**config.mk**
```make
export PLATFORM = sky130hd
export DESIGN_NAME = vwd_display
export DESIGN_NICKNAME = d
export VERILOG_FILES = /design/src/design/vwd_pkg.sv /design/src/design/vwd_buf2.sv /design/src/design/vwd_display.sv
export VERILOG_INCLUDE_DIRS = /design/src /design/src/design
export SDC_FILE = /design/constraint.sdc
export NUM_CORES = 1
export LEC_CHECK = 0
export ABC_AREA = 1
export BUFFER_PORTS_ARGS = -buffer_cell sky130_fd_sc_hd__buf_4
export CORE_MARGIN = 3
export CORE_UTILIZATION = 30
export DETAILED_ROUTE_END_ITERATION = 6
export HOLD_SLACK_MARGIN = 0.03
export PLACE_DENSITY_LB_ADDON = 0.2
export SETUP_SLACK_MARGIN = 0.4
export SLEW_MARGIN = 20
export SYNTH_ARGS = -nofsm -noshare
export SYNTH_HDL_FRONTEND = slang
export SYNTH_SLANG_ARGS = --single-unit
```
**constraint.sdc**
```tcl
create_clock -name aclk -period 6.45 [get_ports aclk]
set_clock_uncertainty 0.15 [all_clocks]
set_input_delay 0.3225 -clock aclk [delete_from_list [all_inputs] [get_ports aclk]]
set_output_delay 0.3225 -clock aclk [all_outputs]
set_load 0.1 [all_outputs]
```
**src/design/vwd_defs.svh**
```systemverilog
// Purpose: constants of the video window display block
// Assumes: 32-bit register bus, byte addresses below
// Notes: offsets, field positions, reset values, bus answers and conversion coefficients
//
// Summary of operation
// - with window enabled, show the selected capture area at 16 bits per pixel.
// - while capture is stopped, the displayed area follows the capture area index; while it runs, the last finished area.
// - window size equals the capture window width and height.
// - non-interlace mode accepts any start position.
// - scan mode field picks non-interlace, interlace or interlace sync and video.
// - four capture modes; software pairs each with a fitting display mode.
// - non-interlace capture shows one whole frame per vertical cycle.
// - interlace sync display of non-interlace capture drops one field each frame.
// - sync and video mode may pair even and odd lines in reversed order.
// - display side convert set converts stored luma/chroma to RGB on read.
`ifndef VWD_DEFS_SVH
`define VWD_DEFS_SVH

////////////////////////////////////////////////////////////////////////////////
// register byte offsets
`define VWD_OFF_DMODE 8'h00
`define VWD_OFF_DMODE2 8'h04
`define VWD_OFF_CMODE 8'h08
`define VWD_OFF_WWIDTH 8'h0C
`define VWD_OFF_WHEIGHT 8'h10
`define VWD_OFF_DWIDTH 8'h14
`define VWD_OFF_DHEIGHT 8'h18
`define VWD_OFF_HSTART 8'h1C
`define VWD_OFF_VSTART 8'h20
`define VWD_OFF_BASE0 8'h24
`define VWD_OFF_BASE1 8'h28
`define VWD_OFF_BASE2 8'h2C
`define VWD_OFF_STATUS 8'h30

////////////////////////////////////////////////////////////////////////////////
// field positions
`define VWD_BIT_ENABLE 0
`define VWD_BIT_CONVERT 1
`define VWD_BIT_RUN 8
`define VWD_POS_AREA 4

////////////////////////////////////////////////////////////////////////////////
// reset values and answers
`define VWD_RST_COORD 11'h000
`define VWD_RST_BASE 22'h000000
`define VWD_RESP_OKAY 2'h0
`define VWD_RESP_SLVERR 2'h2

////////////////////////////////////////////////////////////////////////////////
// conversion coefficients, scaled by 256
`define VWD_K_RCR 20'sh0015F
`define VWD_K_GCR 20'sh000B3
`define VWD_K_GCB 20'sh00009
`define VWD_K_BCB 20'sh001BB
`define VWD_C_OFS 20'sh00080

`endif

```
**src/design/vwd_pkg.sv**
```systemverilog
// Purpose: types of the video window display block
// Assumes: nothing beyond the defs header
// Notes: timing struct comes from the sync generator on aclk
package vwd_pkg;

    typedef enum logic [1:0] {
        VWD_SCAN_NONINT,
        VWD_SCAN_INTERLACE,
        VWD_SCAN_SYNC_VIDEO,
        VWD_SCAN_RESERVED
    } vwd_scan_e;

    typedef enum logic [1:0] {
        VWD_CAP_NONINT,
        VWD_CAP_ODD_ONLY,
        VWD_CAP_FIELD,
        VWD_CAP_FRAME
    } vwd_cap_e;

    typedef struct packed {
        logic de;
        logic hsync;
        logic vsync;
        logic field_odd;
        logic [10:0] h_pos;
        logic [10:0] v_pos;
    } vwd_timing_s;

    typedef logic [21:0] vwd_addr_t;

endpackage
```
**src/design/vwd_buf2.sv**
```systemverilog
// Purpose: two-entry buffer with valid and ready on both sides
// Assumes: single clock, synchronous active low reset
// Notes: head entry drives the output straight from a flop
`timescale 1ns/100ps
module vwd_buf2 #(
    parameter int W = 16
) (
    input wire logic aclk,
    input wire logic aresetn,
    input wire logic in_valid,
    output logic in_ready,
    input wire logic [W-1:0] in_data,
    output logic out_valid,
    input wire logic out_ready,
    output logic [W-1:0] out_data
);

    logic [1:0] cnt;
    logic [1:0] next_cnt;
    logic [W-1:0] tail;
    logic push;
    logic pop;

    assign push = in_valid && in_ready;
    assign pop = out_valid && out_ready;

    always_comb
    begin
        next_cnt = cnt;
        if (push && !pop)
        begin
            next_cnt = cnt + 2'h1;
        end
        else if (pop && !push)
        begin
            next_cnt = cnt - 2'h1;
        end
    end

    // registered ready: a stall reaches the source a cycle late
    always_ff @(posedge aclk)
    begin
        if (!aresetn)
        begin
            cnt <= 2'h0;
            out_valid <= 1'b0;
            in_ready <= 1'b0;
        end
        else
        begin
            cnt <= next_cnt;
            out_valid <= (next_cnt != 2'h0);
            in_ready <= (next_cnt != 2'h2);
        end
    end

    always_ff @(posedge aclk)
    begin
        if (!aresetn)
        begin
            out_data <= '0;
            tail <= '0;
        end
        else
        begin
            if (push && (cnt == 2'h0 || (cnt == 2'h1 && pop)))
            begin
                out_data <= in_data;
            end
            else if (pop && cnt == 2'h2)
            begin
                out_data <= tail;
            end
            if (push && ((cnt == 2'h1 && !pop) || (cnt == 2'h2 && pop)))
            begin
                tail <= in_data;
            end
        end
    end

endmodule

```
**src/design/vwd_display.sv**
```systemverilog
// Purpose: video window overlay fetch and colour conversion
// Assumes: timing struct and capture done pulse are on aclk
// Notes: memory read port never stalls; returns may be held back
//
// The implementer's own choices: the register addresses and the AXI4-Lite slave port.
`timescale 1ns/100ps
`include "vwd_defs.svh"
module vwd_display
import vwd_pkg::*;
#(
    parameter int LINE_PIX = 1024,
    parameter int ADDR_W = 22
) (
    input wire logic aclk,
    input wire logic aresetn,
    input wire logic [7:0] s_axi_awaddr,
    input wire logic s_axi_awvalid,
    output logic s_axi_awready,
    input wire logic [31:0] s_axi_wdata,
    input wire logic [3:0] s_axi_wstrb,
    input wire logic s_axi_wvalid,
    output logic s_axi_wready,
    output logic [1:0] s_axi_bresp,
    output logic s_axi_bvalid,
    input wire logic s_axi_bready,
    input wire logic [7:0] s_axi_araddr,
    input wire logic s_axi_arvalid,
    output logic s_axi_arready,
    output logic [31:0] s_axi_rdata,
    output logic [1:0] s_axi_rresp,
    output logic s_axi_rvalid,
    input wire logic s_axi_rready,
    input wire vwd_timing_s timing,
    input wire logic cap_frame_done,
    output logic rd_valid,
    output logic [ADDR_W-1:0] rd_addr,
    input wire logic mem_rvalid,
    input wire logic [15:0] mem_rdata,
    output logic mem_rready,
    output logic pix_valid,
    input wire logic pix_ready,
    output logic [15:0] pix_data
);

    ////////////////////////////////////////////////////////////////////////////
    // helpers

    function automatic logic vwd_mapped(input logic [7:0] a);
        return (a[1:0] == 2'h0) && (a <= `VWD_OFF_STATUS);
    endfunction

    function automatic logic [31:0] vwd_merge(input logic [31:0] old, input logic [31:0] d,
                                              input logic [3:0] s);
        logic [31:0] r;
        r = old;
        for (int i = 0; i < 4; i++)
        begin
            if (s[i])
            begin
                r[i*8 +: 8] = d[i*8 +: 8];
            end
        end
        return r;
    endfunction

    function automatic logic [7:0] vwd_sat(input logic signed [19:0] v);
        if (v < 20'sh0)
        begin
            return 8'h00;
        end
        else if (v > 20'sh000FF)
        begin
            return 8'hFF;
        end
        return v[7:0];
    endfunction

    function automatic logic [15:0] vwd_to_rgb(input logic [7:0] y, input logic [7:0] cb,
                                               input logic [7:0] cr);
        logic signed [19:0] dy;
        logic signed [19:0] dcb;
        logic signed [19:0] dcr;
        logic [7:0] r;
        logic [7:0] g;
        logic [7:0] b;
        dy = $signed({12'h000, y});
        dcb = $signed({12'h000, cb}) - `VWD_C_OFS;
        dcr = $signed({12'h000, cr}) - `VWD_C_OFS;
        r = vwd_sat(dy + ((dcr * `VWD_K_RCR) >>> 8));
        g = vwd_sat(dy - ((dcr * `VWD_K_GCR + dcb * `VWD_K_GCB) >>> 8));
        b = vwd_sat(dy + ((dcb * `VWD_K_BCB) >>> 8));
        return {r[7:3], g[7:2], b[7:3]};
    endfunction

    ////////////////////////////////////////////////////////////////////////////
    // register storage

    vwd_scan_e scan_mode_field;
    vwd_cap_e capture_mode;
    logic video_window_enable;
    logic display_side_convert;
    logic capture_run;
    logic [1:0] capture_area_index;
    logic [10:0] window_width;
    logic [10:0] window_height;
    logic [10:0] display_width;
    logic [10:0] display_height;
    logic [10:0] window_h_start;
    logic [10:0] window_v_start;
    logic [ADDR_W-1:0] capture_area_base [3];
    logic [1:0] show_area;
    logic [1:0] fill_area;
    logic [1:0] done_area;
    logic done_seen;

    ////////////////////////////////////////////////////////////////////////////
    // bus write side

    logic aw_hold;
    logic w_hold;
    logic [7:0] aw_addr;
    logic [31:0] w_data;
    logic [3:0] w_strb;
    logic aw_take;
    logic w_take;
    logic do_wr;
    logic next_aw_hold;
    logic next_w_hold;
    logic [31:0] rd_word;

    assign aw_take = s_axi_awvalid && s_axi_awready;
    assign w_take = s_axi_wvalid && s_axi_wready;
    assign do_wr = aw_hold && w_hold && !s_axi_bvalid;
    assign next_aw_hold = (aw_hold && !do_wr) || aw_take;
    assign next_w_hold = (w_hold && !do_wr) || w_take;

    always_ff @(posedge aclk)
    begin
        if (!aresetn)
        begin
            aw_hold <= 1'b0;
            w_hold <= 1'b0;
            aw_addr <= 8'h00;
            w_data <= 32'h00000000;
            w_strb <= 4'h0;
            s_axi_awready <= 1'b0;
            s_axi_wready <= 1'b0;
            s_axi_bvalid <= 1'b0;
            s_axi_bresp <= `VWD_RESP_OKAY;
        end
        else
        begin
            aw_hold <= next_aw_hold;
            w_hold <= next_w_hold;
            s_axi_awready <= !next_aw_hold;
            s_axi_wready <= !next_w_hold;
            if (aw_take)
            begin
                aw_addr <= s_axi_awaddr;
            end
            if (w_take)
            begin
                w_data <= s_axi_wdata;
                w_strb <= s_axi_wstrb;
            end
            if (do_wr)
            begin
                s_axi_bvalid <= 1'b1;
                s_axi_bresp <= vwd_mapped(aw_addr) ? `VWD_RESP_OKAY : `VWD_RESP_SLVERR;
            end
            else if (s_axi_bready)
            begin
                s_axi_bvalid <= 1'b0;
            end
        end
    end

    // status and unmapped words ignore writes
    always_ff @(posedge aclk)
    begin
        if (!aresetn)
        begin
            scan_mode_field <= VWD_SCAN_NONINT;
            capture_mode <= VWD_CAP_NONINT;
            video_window_enable <= 1'b0;
            display_side_convert <= 1'b0;
            capture_run <= 1'b0;
            capture_area_index <= 2'h0;
            window_width <= `VWD_RST_COORD;
            window_height <= `VWD_RST_COORD;
            display_width <= `VWD_RST_COORD;
            display_height <= `VWD_RST_COORD;
            window_h_start <= `VWD_RST_COORD;
            window_v_start <= `VWD_RST_COORD;
            for (int i = 0; i < 3; i++)
            begin
                capture_area_base[i] <= `VWD_RST_BASE;
            end
        end
        else if (do_wr)
        begin
            unique case (aw_addr)
                `VWD_OFF_DMODE: scan_mode_field <= vwd_scan_e'(w_strb[0] ? w_data[1:0] : scan_mode_field);
                `VWD_OFF_DMODE2:
                begin
                    video_window_enable <= vwd_merge({31'h0, video_window_enable}, w_data, w_strb)[`VWD_BIT_ENABLE];
                    display_side_convert <= vwd_merge({30'h0, display_side_convert, 1'b0}, w_data,
                                                      w_strb)[`VWD_BIT_CONVERT];
                end
                `VWD_OFF_CMODE:
                begin
                    capture_mode <= vwd_cap_e'(w_strb[0] ? w_data[1:0] : capture_mode);
                    capture_area_index <= w_strb[0] ? w_data[`VWD_POS_AREA +: 2] : capture_area_index;
                    capture_run <= w_strb[1] ? w_data[`VWD_BIT_RUN] : capture_run;
                end
                `VWD_OFF_WWIDTH: window_width <= vwd_merge({21'h0, window_width}, w_data, w_strb)[10:0];
                `VWD_OFF_WHEIGHT: window_height <= vwd_merge({21'h0, window_height}, w_data, w_strb)[10:0];
                `VWD_OFF_DWIDTH: display_width <= vwd_merge({21'h0, display_width}, w_data, w_strb)[10:0];
                `VWD_OFF_DHEIGHT: display_height <= vwd_merge({21'h0, display_height}, w_data, w_strb)[10:0];
                `VWD_OFF_HSTART: window_h_start <= vwd_merge({21'h0, window_h_start}, w_data, w_strb)[10:0];
                `VWD_OFF_VSTART: window_v_start <= vwd_merge({21'h0, window_v_start}, w_data, w_strb)[10:0];
                `VWD_OFF_BASE0: capture_area_base[0] <= vwd_merge(32'(capture_area_base[0]), w_data,
                                                                  w_strb)[ADDR_W-1:0];
                `VWD_OFF_BASE1: capture_area_base[1] <= vwd_merge(32'(capture_area_base[1]), w_data,
                                                                  w_strb)[ADDR_W-1:0];
                `VWD_OFF_BASE2: capture_area_base[2] <= vwd_merge(32'(capture_area_base[2]), w_data,
                                                                  w_strb)[ADDR_W-1:0];
                default:
                begin
                end
            endcase
        end
    end

    ////////////////////////////////////////////////////////////////////////////
    // bus read side

    always_comb
    begin
        rd_word = 32'h00000000;
        unique case (s_axi_araddr)
            `VWD_OFF_DMODE: rd_word = {30'h0, scan_mode_field};
            `VWD_OFF_DMODE2: rd_word = {30'h0, display_side_convert, video_window_enable};
            `VWD_OFF_CMODE: rd_word = {23'h0, capture_run, 2'h0, capture_area_index, 2'h0, capture_mode};
            `VWD_OFF_WWIDTH: rd_word = {21'h0, window_width};
            `VWD_OFF_WHEIGHT: rd_word = {21'h0, window_height};
            `VWD_OFF_DWIDTH: rd_word = {21'h0, display_width};
            `VWD_OFF_DHEIGHT: rd_word = {21'h0, display_height};
            `VWD_OFF_HSTART: rd_word = {21'h0, window_h_start};
            `VWD_OFF_VSTART: rd_word = {21'h0, window_v_start};
            `VWD_OFF_BASE0: rd_word = 32'(capture_area_base[0]);
            `VWD_OFF_BASE1: rd_word = 32'(capture_area_base[1]);
            `VWD_OFF_BASE2: rd_word = 32'(capture_area_base[2]);
            `VWD_OFF_STATUS: rd_word = {26'h0, done_area, fill_area, show_area};
            default: rd_word = 32'h00000000;
        endcase
    end

    always_ff @(posedge aclk)
    begin
        if (!aresetn)
        begin
            s_axi_arready <= 1'b0;
            s_axi_rvalid <= 1'b0;
            s_axi_rdata <= 32'h00000000;
            s_axi_rresp <= `VWD_RESP_OKAY;
        end
        else if (s_axi_arvalid && s_axi_arready)
        begin
            s_axi_arready <= 1'b0;
            s_axi_rvalid <= 1'b1;
            s_axi_rdata <= rd_word;
            s_axi_rresp <= vwd_mapped(s_axi_araddr) ? `VWD_RESP_OKAY : `VWD_RESP_SLVERR;
        end
        else if (s_axi_rvalid)
        begin
            s_axi_rvalid <= !s_axi_rready;
            s_axi_arready <= s_axi_rready;
        end
        else
        begin
            s_axi_arready <= 1'b1;
        end
    end

    ////////////////////////////////////////////////////////////////////////////
    // capture area rotation and displayed area

    // a frame done with vsync shows next vsync
    always_ff @(posedge aclk)
    begin
        if (!aresetn)
        begin
            fill_area <= 2'h0;
            done_area <= 2'h0;
            done_seen <= 1'b0;
            show_area <= 2'h0;
        end
        else
        begin
            if (capture_run && cap_frame_done)
            begin
                done_area <= fill_area;
                done_seen <= 1'b1;
                fill_area <= (fill_area == 2'h2) ? 2'h0 : fill_area + 2'h1;
            end
            else if (!capture_run)
            begin
                fill_area <= 2'h0;
                done_seen <= 1'b0;
            end
            if (timing.vsync && !(scan_mode_field == VWD_SCAN_INTERLACE && timing.field_odd))
            begin
                if (capture_run && done_seen)
                begin
                    show_area <= done_area;
                end
                else if (!capture_run)
                begin
                    show_area <= (capture_area_index == 2'h3) ? 2'h0 : capture_area_index;
                end
            end
        end
    end

    ////////////////////////////////////////////////////////////////////////////
    // fetch requests

    logic in_h;
    logic in_v;
    logic [10:0] col;
    logic [10:0] row;

    assign in_h = ({1'b0, timing.h_pos} >= {1'b0, window_h_start})
        && ({1'b0, timing.h_pos} < {1'b0, window_h_start} + {1'b0, window_width});
    // any start is used as given
    assign in_v = ({1'b0, timing.v_pos} >= {1'b0, window_v_start})
        && ({1'b0, timing.v_pos} < {1'b0, window_v_start} + {1'b0, window_height});
    assign col = timing.h_pos - window_h_start;
    assign row = timing.v_pos - window_v_start;

    // no display clipping; software places it
    always_ff @(posedge aclk)
    begin
        if (!aresetn)
        begin
            rd_valid <= 1'b0;
            rd_addr <= '0;
        end
        else
        begin
            // fetch 16-bit pixels of the shown area
            rd_valid <= video_window_enable && timing.de && in_h && in_v;
            rd_addr <= capture_area_base[show_area] + ADDR_W'(row) * ADDR_W'(LINE_PIX) + ADDR_W'(col);
        end
    end

    ////////////////////////////////////////////////////////////////////////////
    // return path, conversion and buffer

    logic ret_odd;
    logic [7:0] held_cb;
    logic [15:0] conv_pix;
    logic buf_ready;
    logic ret_take;

    assign ret_take = mem_rvalid && buf_ready;

    // chroma alternates cb, cr from the left edge
    always_ff @(posedge aclk)
    begin
        if (!aresetn)
        begin
            ret_odd <= 1'b0;
            held_cb <= 8'h80;
        end
        else if (timing.hsync)
        begin
            ret_odd <= 1'b0;
        end
        else if (ret_take)
        begin
            ret_odd <= !ret_odd;
            if (!ret_odd)
            begin
                held_cb <= mem_rdata[7:0];
            end
        end
    end

    always_comb
    begin
        conv_pix = mem_rdata;
        if (display_side_convert)
        begin
            conv_pix = ret_odd ? vwd_to_rgb(mem_rdata[15:8], held_cb, mem_rdata[7:0])
                               : vwd_to_rgb(mem_rdata[15:8], mem_rdata[7:0], 8'h80);
        end
    end

    assign mem_rready = buf_ready;

    vwd_buf2 #(
        .W(16)
    ) u_buf (
        .aclk(aclk),
        .aresetn(aresetn),
        .in_valid(mem_rvalid),
        .in_ready(buf_ready),
        .in_data(conv_pix),
        .out_valid(pix_valid),
        .out_ready(pix_ready),
        .out_data(pix_data)
    );

endmodule

```
==> summary.md <==
| Metric | Value |
|---|---|
| Final setup violation count | 0 |
| Clock-pin slew on the worst setup and hold paths | 0.06 ns |
| Die Height | between 200 and 300 um |
| Post-Syn Area | ~25000 um2 |
| Critical path's slowest cell | fa_1 |
| First-pass DRT Iterations | 5 |
| DR iter-0 viols | 1081 |
| Worst Hold End | w_strb[1]$_SDFFE_PN0P_ |
| Via Count | between 20000 and 25000 |
| Fin cells | between 4000 and 5000 |
| CP Data Arrival Time | around 6.5 ns |
| Hold_sp | s_axi_wstrb[1] |
| Final worst-path cycle share | 95.8% |
| Post-Synthesis Cells | 3186 |
| Pins over their slew limit | 0 |
| Number of buffers added on ports | 162 |
| #FFs+latches synth | 282 |
| Multi-input logic area | approximately 17000 um2 |
| Post-DRT Antenna Nets | 0 |
| Hold depth | 3 |
| Pint | 7.80 mW |
| CP Launch Type | register |
| Clock power frac | 12.6% |
| Leak | between 10 and 15 nW |
| Seq/Total Area, Yosys | roughly a quarter |
| EDFF count, synth | 66 |
| Grt ovf | 0 |
| Die area | 86100 um2 |
| FF+latch area | ~6300 um2 |
| Worst-Margin Slew | about 1.1 ns |
| RSZ-0062 raised after global routing | yes |
| Synth Warn # | 0 |
| Placed cell count | 4455 |
| Reg2Reg Depth | 37 |
| Slew headroom | approximately 27% |
| Starting density of the core | a little under a third |
| Vias in the first global route | about 22000 |
| Logic pwr share | about three quarters |
| CP Max Fanout | 6 |
| Clk sink count | 282 |
| Worst skew pair latency | between 0.5 and 0.6 ns |
| WP data required | about 6.7 ns |
| Diode count | 0 |
| Max-Cap Viols | 0 |
| Critical path class | reg -> reg |
| Final Hold Fails | 0 |
| Power share of the sequential group | between 10% and 20% |
| Share of layout cells above drive strength 1 | 16.2% |
| Root buffer cell | clkbuf_16 |
| Fraction of registers with async set/reset | 0% |
| CTS tree | done |
| Num CTS Buffers | 34 |
| Post-synth cell types | 60 |
| Fin nets | 4076 |
| # IOs | 186 |
| WHS | ~0.040 ns |
| Initial antenna violation count | 1 |
| Pwr/cell area | between 400 and 500 nW/um2 |
| Core area | approximately 80000 um2 |
| Row count | ~100 |
| Mapped Avg Cell Area | 7.78 um2 |
| Crit Reg-Reg Startpoint | held_cb[7]$_SDFFE_PN1P_ |
| Worst vdd ir | about 0.00048 V |
| Post-route minimum period | around 6.2 ns |
| NetSw | 7.32 mW |
| Setup TNS | 0 ns |
| Hold crit path type | in -> reg |
| First-pass GRT wire length | ~120 mm |
| Status | finished clean |
| Switching portion of total power | roughly half |
| Layout area overhead | 22.4% |
| Via-to-Cell Ratio | 4.81 |
| Setup crit end kind | register |
| CTS max path bufs | 3 |
| Fillers | 8616 |
| Largest net degree at the start of global routing | 83 |
| Worst path max stage delay | about 0.49 ns |
| Die X-Extent | 293 um |
| Post-Route WL | around 79 mm |
| DRC errors left | 0 |
| RR Endpoint | u_buf.out_data[9]$_SDFFE_PN0P_ |
| Reg2reg setup slack | around 0.27 ns |
| Routability Congestion | 0.899 |
| H-tree levels | 2 |
| Routed length per instance | approximately 17 um |
| Total track usage | between 10% and 20% |
| DP HPWL | about 63 mm |
| FMAX | 0.162 GHz |
| Most used DFF post-synth | dfxtp_1 |
## state kept, by name, indices dropped and copies added (netlist names), 16 cells and up, named ones only
signal / count
w_data: 22
capture_area_base: 66
u_buf.tail: 16
s_axi_rdata: 22
u_buf.out_data: 16
rd_addr: 22
## worst max-delay path, delay by kind of cell (launching register included)
kind	cells	cell delay, ns
AOI/OAI and AO/OA	2	0.24
adders and majority gates	7	2.77
xor gates and xnor gates	1	0.16
buffers and inverters	8	0.61
and+or+nand+nor	19	1.78
DFF	1	0.35
## power by group through the flow
stage | registers (mW) | logic, mW | clock network, mW
detailed placement | 2.04 | 9.39 | 0
CTS | 2.00 | 10.5 | 1.95
global placement | 2.04 | 9.39 | 0
floorplan | 2.46 | 6.06 | 0
finish | 2.00 | 11.2 | 1.90
global route | 2.02 | 12.4 | 2.01
## final cells by class
| cell class | instances | share of cell area (%) |
|---|---|---|
| clock buffer | 42 | 3.11 |
| clock inverter | 20 | 0.478 |
| inverter | 554 | 6.89 |
| multi-input combinational | 2274 | 54.9 |
| sequential | 282 | 20.8 |
| tap | 1060 | 4.37 |
| timing repair buffer | 361 | 9.39 |
## through the flow
| stage | area [um2] | util, % | power, mW | worst slack [ns] |
|---|---|---|---|---|
| after floorplan | 24900 | - | 8.52 | 0.406 |
| after CTS | 29900 | 36.8 | 14.5 | 0.258 |
| after global placement | 27900 | 34.4 | 11.4 | 0.00611 |
| final | 30300 | 37.4 | 15.1 | 0.270 |
| after global routing | 30300 | 37.4 | 16.5 | -0.0355 |
| after detailed placement | 27900 | 34.4 | 11.4 | -0.0655 |
## synthesized netlist by cell type, types with 4 or more instances
library cell  instances  area (um2)
a21oi_1             322        1610
edfxtp_1             66        1980
nor2_2                4        25.0
clkbuf_8              6        82.6
buf_4                13        97.6
o21ai_2               4        35.0
nor2_1              253         950
xor2_1               78         683
a221oi_1             29         254
ha_1                345        4320
o211ai_1             19         143
xnor2_1              34         298
fa_1                120        2400
clkbuf_1             52         195
a211oi_1             42         315
o21a_1               11        82.6
nand4_1              22         138
o21ai_0             210        1050
a21o_1                8        60.1
and3_1                4        25.0
buf_2                12        60.1
dfxtp_1             216        4320
nor4_1                5        31.3
nor3_1               36         180
o21bai_1             12        90.1
or2_2                12        75.1
inv_1               546        2050
a21oi_2               7        61.3
clkinv_1              4        15.0
nand2_2              18         113
o21ai_1               6        30.0
nand2_1             468        1760
o22ai_1              17         106
o221ai_1              7        61.3
inv_2                 4        15.0
a31oi_1              15        93.8
nand3_1             118         591
## cells in the final DEF, fill, tap and decap left out, types with 16 or more instances in the layout
cell type / Yosys / routed
nand4_1: 22 / 22
fa_1: 120 / 118
inv_1: 546 / 537
edfxtp_1: 66 / 66
dfxtp_1: 216 / 211
dlygate4sd3_1: 0 / 38
ha_1: 345 / 323
a21oi_2: 7 / 24
o22ai_1: 17 / 16
a21oi_1: 322 / 304
nor2_1: 253 / 244
nand2_1: 468 / 438
nor3_1: 36 / 33
nand3_1: 118 / 101
o21ai_0: 210 / 202
ha_4: 0 / 19
a221oi_1: 29 / 29
xor2_1: 78 / 74
xnor2_1: 34 / 32
nand2_2: 18 / 44
o211ai_1: 19 / 19
clkbuf_16: 0 / 36
nand3_2: 3 / 18
a211oi_1: 42 / 42
buf_4: 13 / 316
## how the worst max path moves through the flow
stage / start / end / slack, ns / depth (start not counted)
floorplan: held_cb[7]$_SDFFE_PN1P_ / u_buf.out_data[5]$_SDFFE_PN0P_ / 0.41 / 35
global placement: mem_rdata[3] / u_buf.out_data[9]$_SDFFE_PN0P_ / 0.006 / 29
detailed placement: mem_rdata[3] / u_buf.out_data[9]$_SDFFE_PN0P_ / -0.07 / 29
CTS: held_cb[7]$_SDFFE_PN1P_ / u_buf.out_data[7]$_SDFFE_PN0P_ / 0.26 / 35
global route: held_cb[7]$_SDFFE_PN1P_ / u_buf.out_data[7]$_SDFFE_PN0P_ / -0.04 / 34
finish: held_cb[7]$_SDFFE_PN1P_ / u_buf.out_data[9]$_SDFFE_PN0P_ / 0.27 / 37
## per-layer routing
| layer | share of wire (%) | wire length, um | global-route usage, % | vias up |
|---|---|---|---|---|
| met5 | 0.017 | 13 | 0 | - |
| met4 | 2.4 | 1870 | 4.45 | 2 |
| met3 | 3.9 | 3100 | 1.79 | 97 |
| met2 | 48 | 37800 | 32.1 | 426 |
| met1 | 46 | 36000 | 23.7 | 10400 |
| li1 | - | - | - | 11200 |
## repair_timing
item,4_1_cts,5_1_grt
hold endpoints to repair,42,0
setup endpoints to repair,22,32
hold buffers,38,0
pin swaps,64,39
buffers inserted,26,12
resized for setup,71,70
cloned,0,0
## logic make-up (layout without fill, tap and decap cells)
| logic type | Yosys count | after routing | synth area share (%) |
|---|---|---|---|
| AO/OA/AOI/OAI | 723 | 723 | 16.6 |
| XOR/XNOR | 114 | 114 | 4.09 |
| adder cells (fa/ha/maj) | 465 | 465 | 27.1 |
| buffers and inverters | 641 | 977 | 10.2 |
| flip-flops | 282 | 282 | 25.4 |
| multiplexers | 1 | 1 | 0.0454 |
| other | 1 | 12 | 0.0151 |
| AND/OR/NAND/NOR | 959 | 959 | 16.4 |
Note: power is estimated with default switching activity, not from simulation.
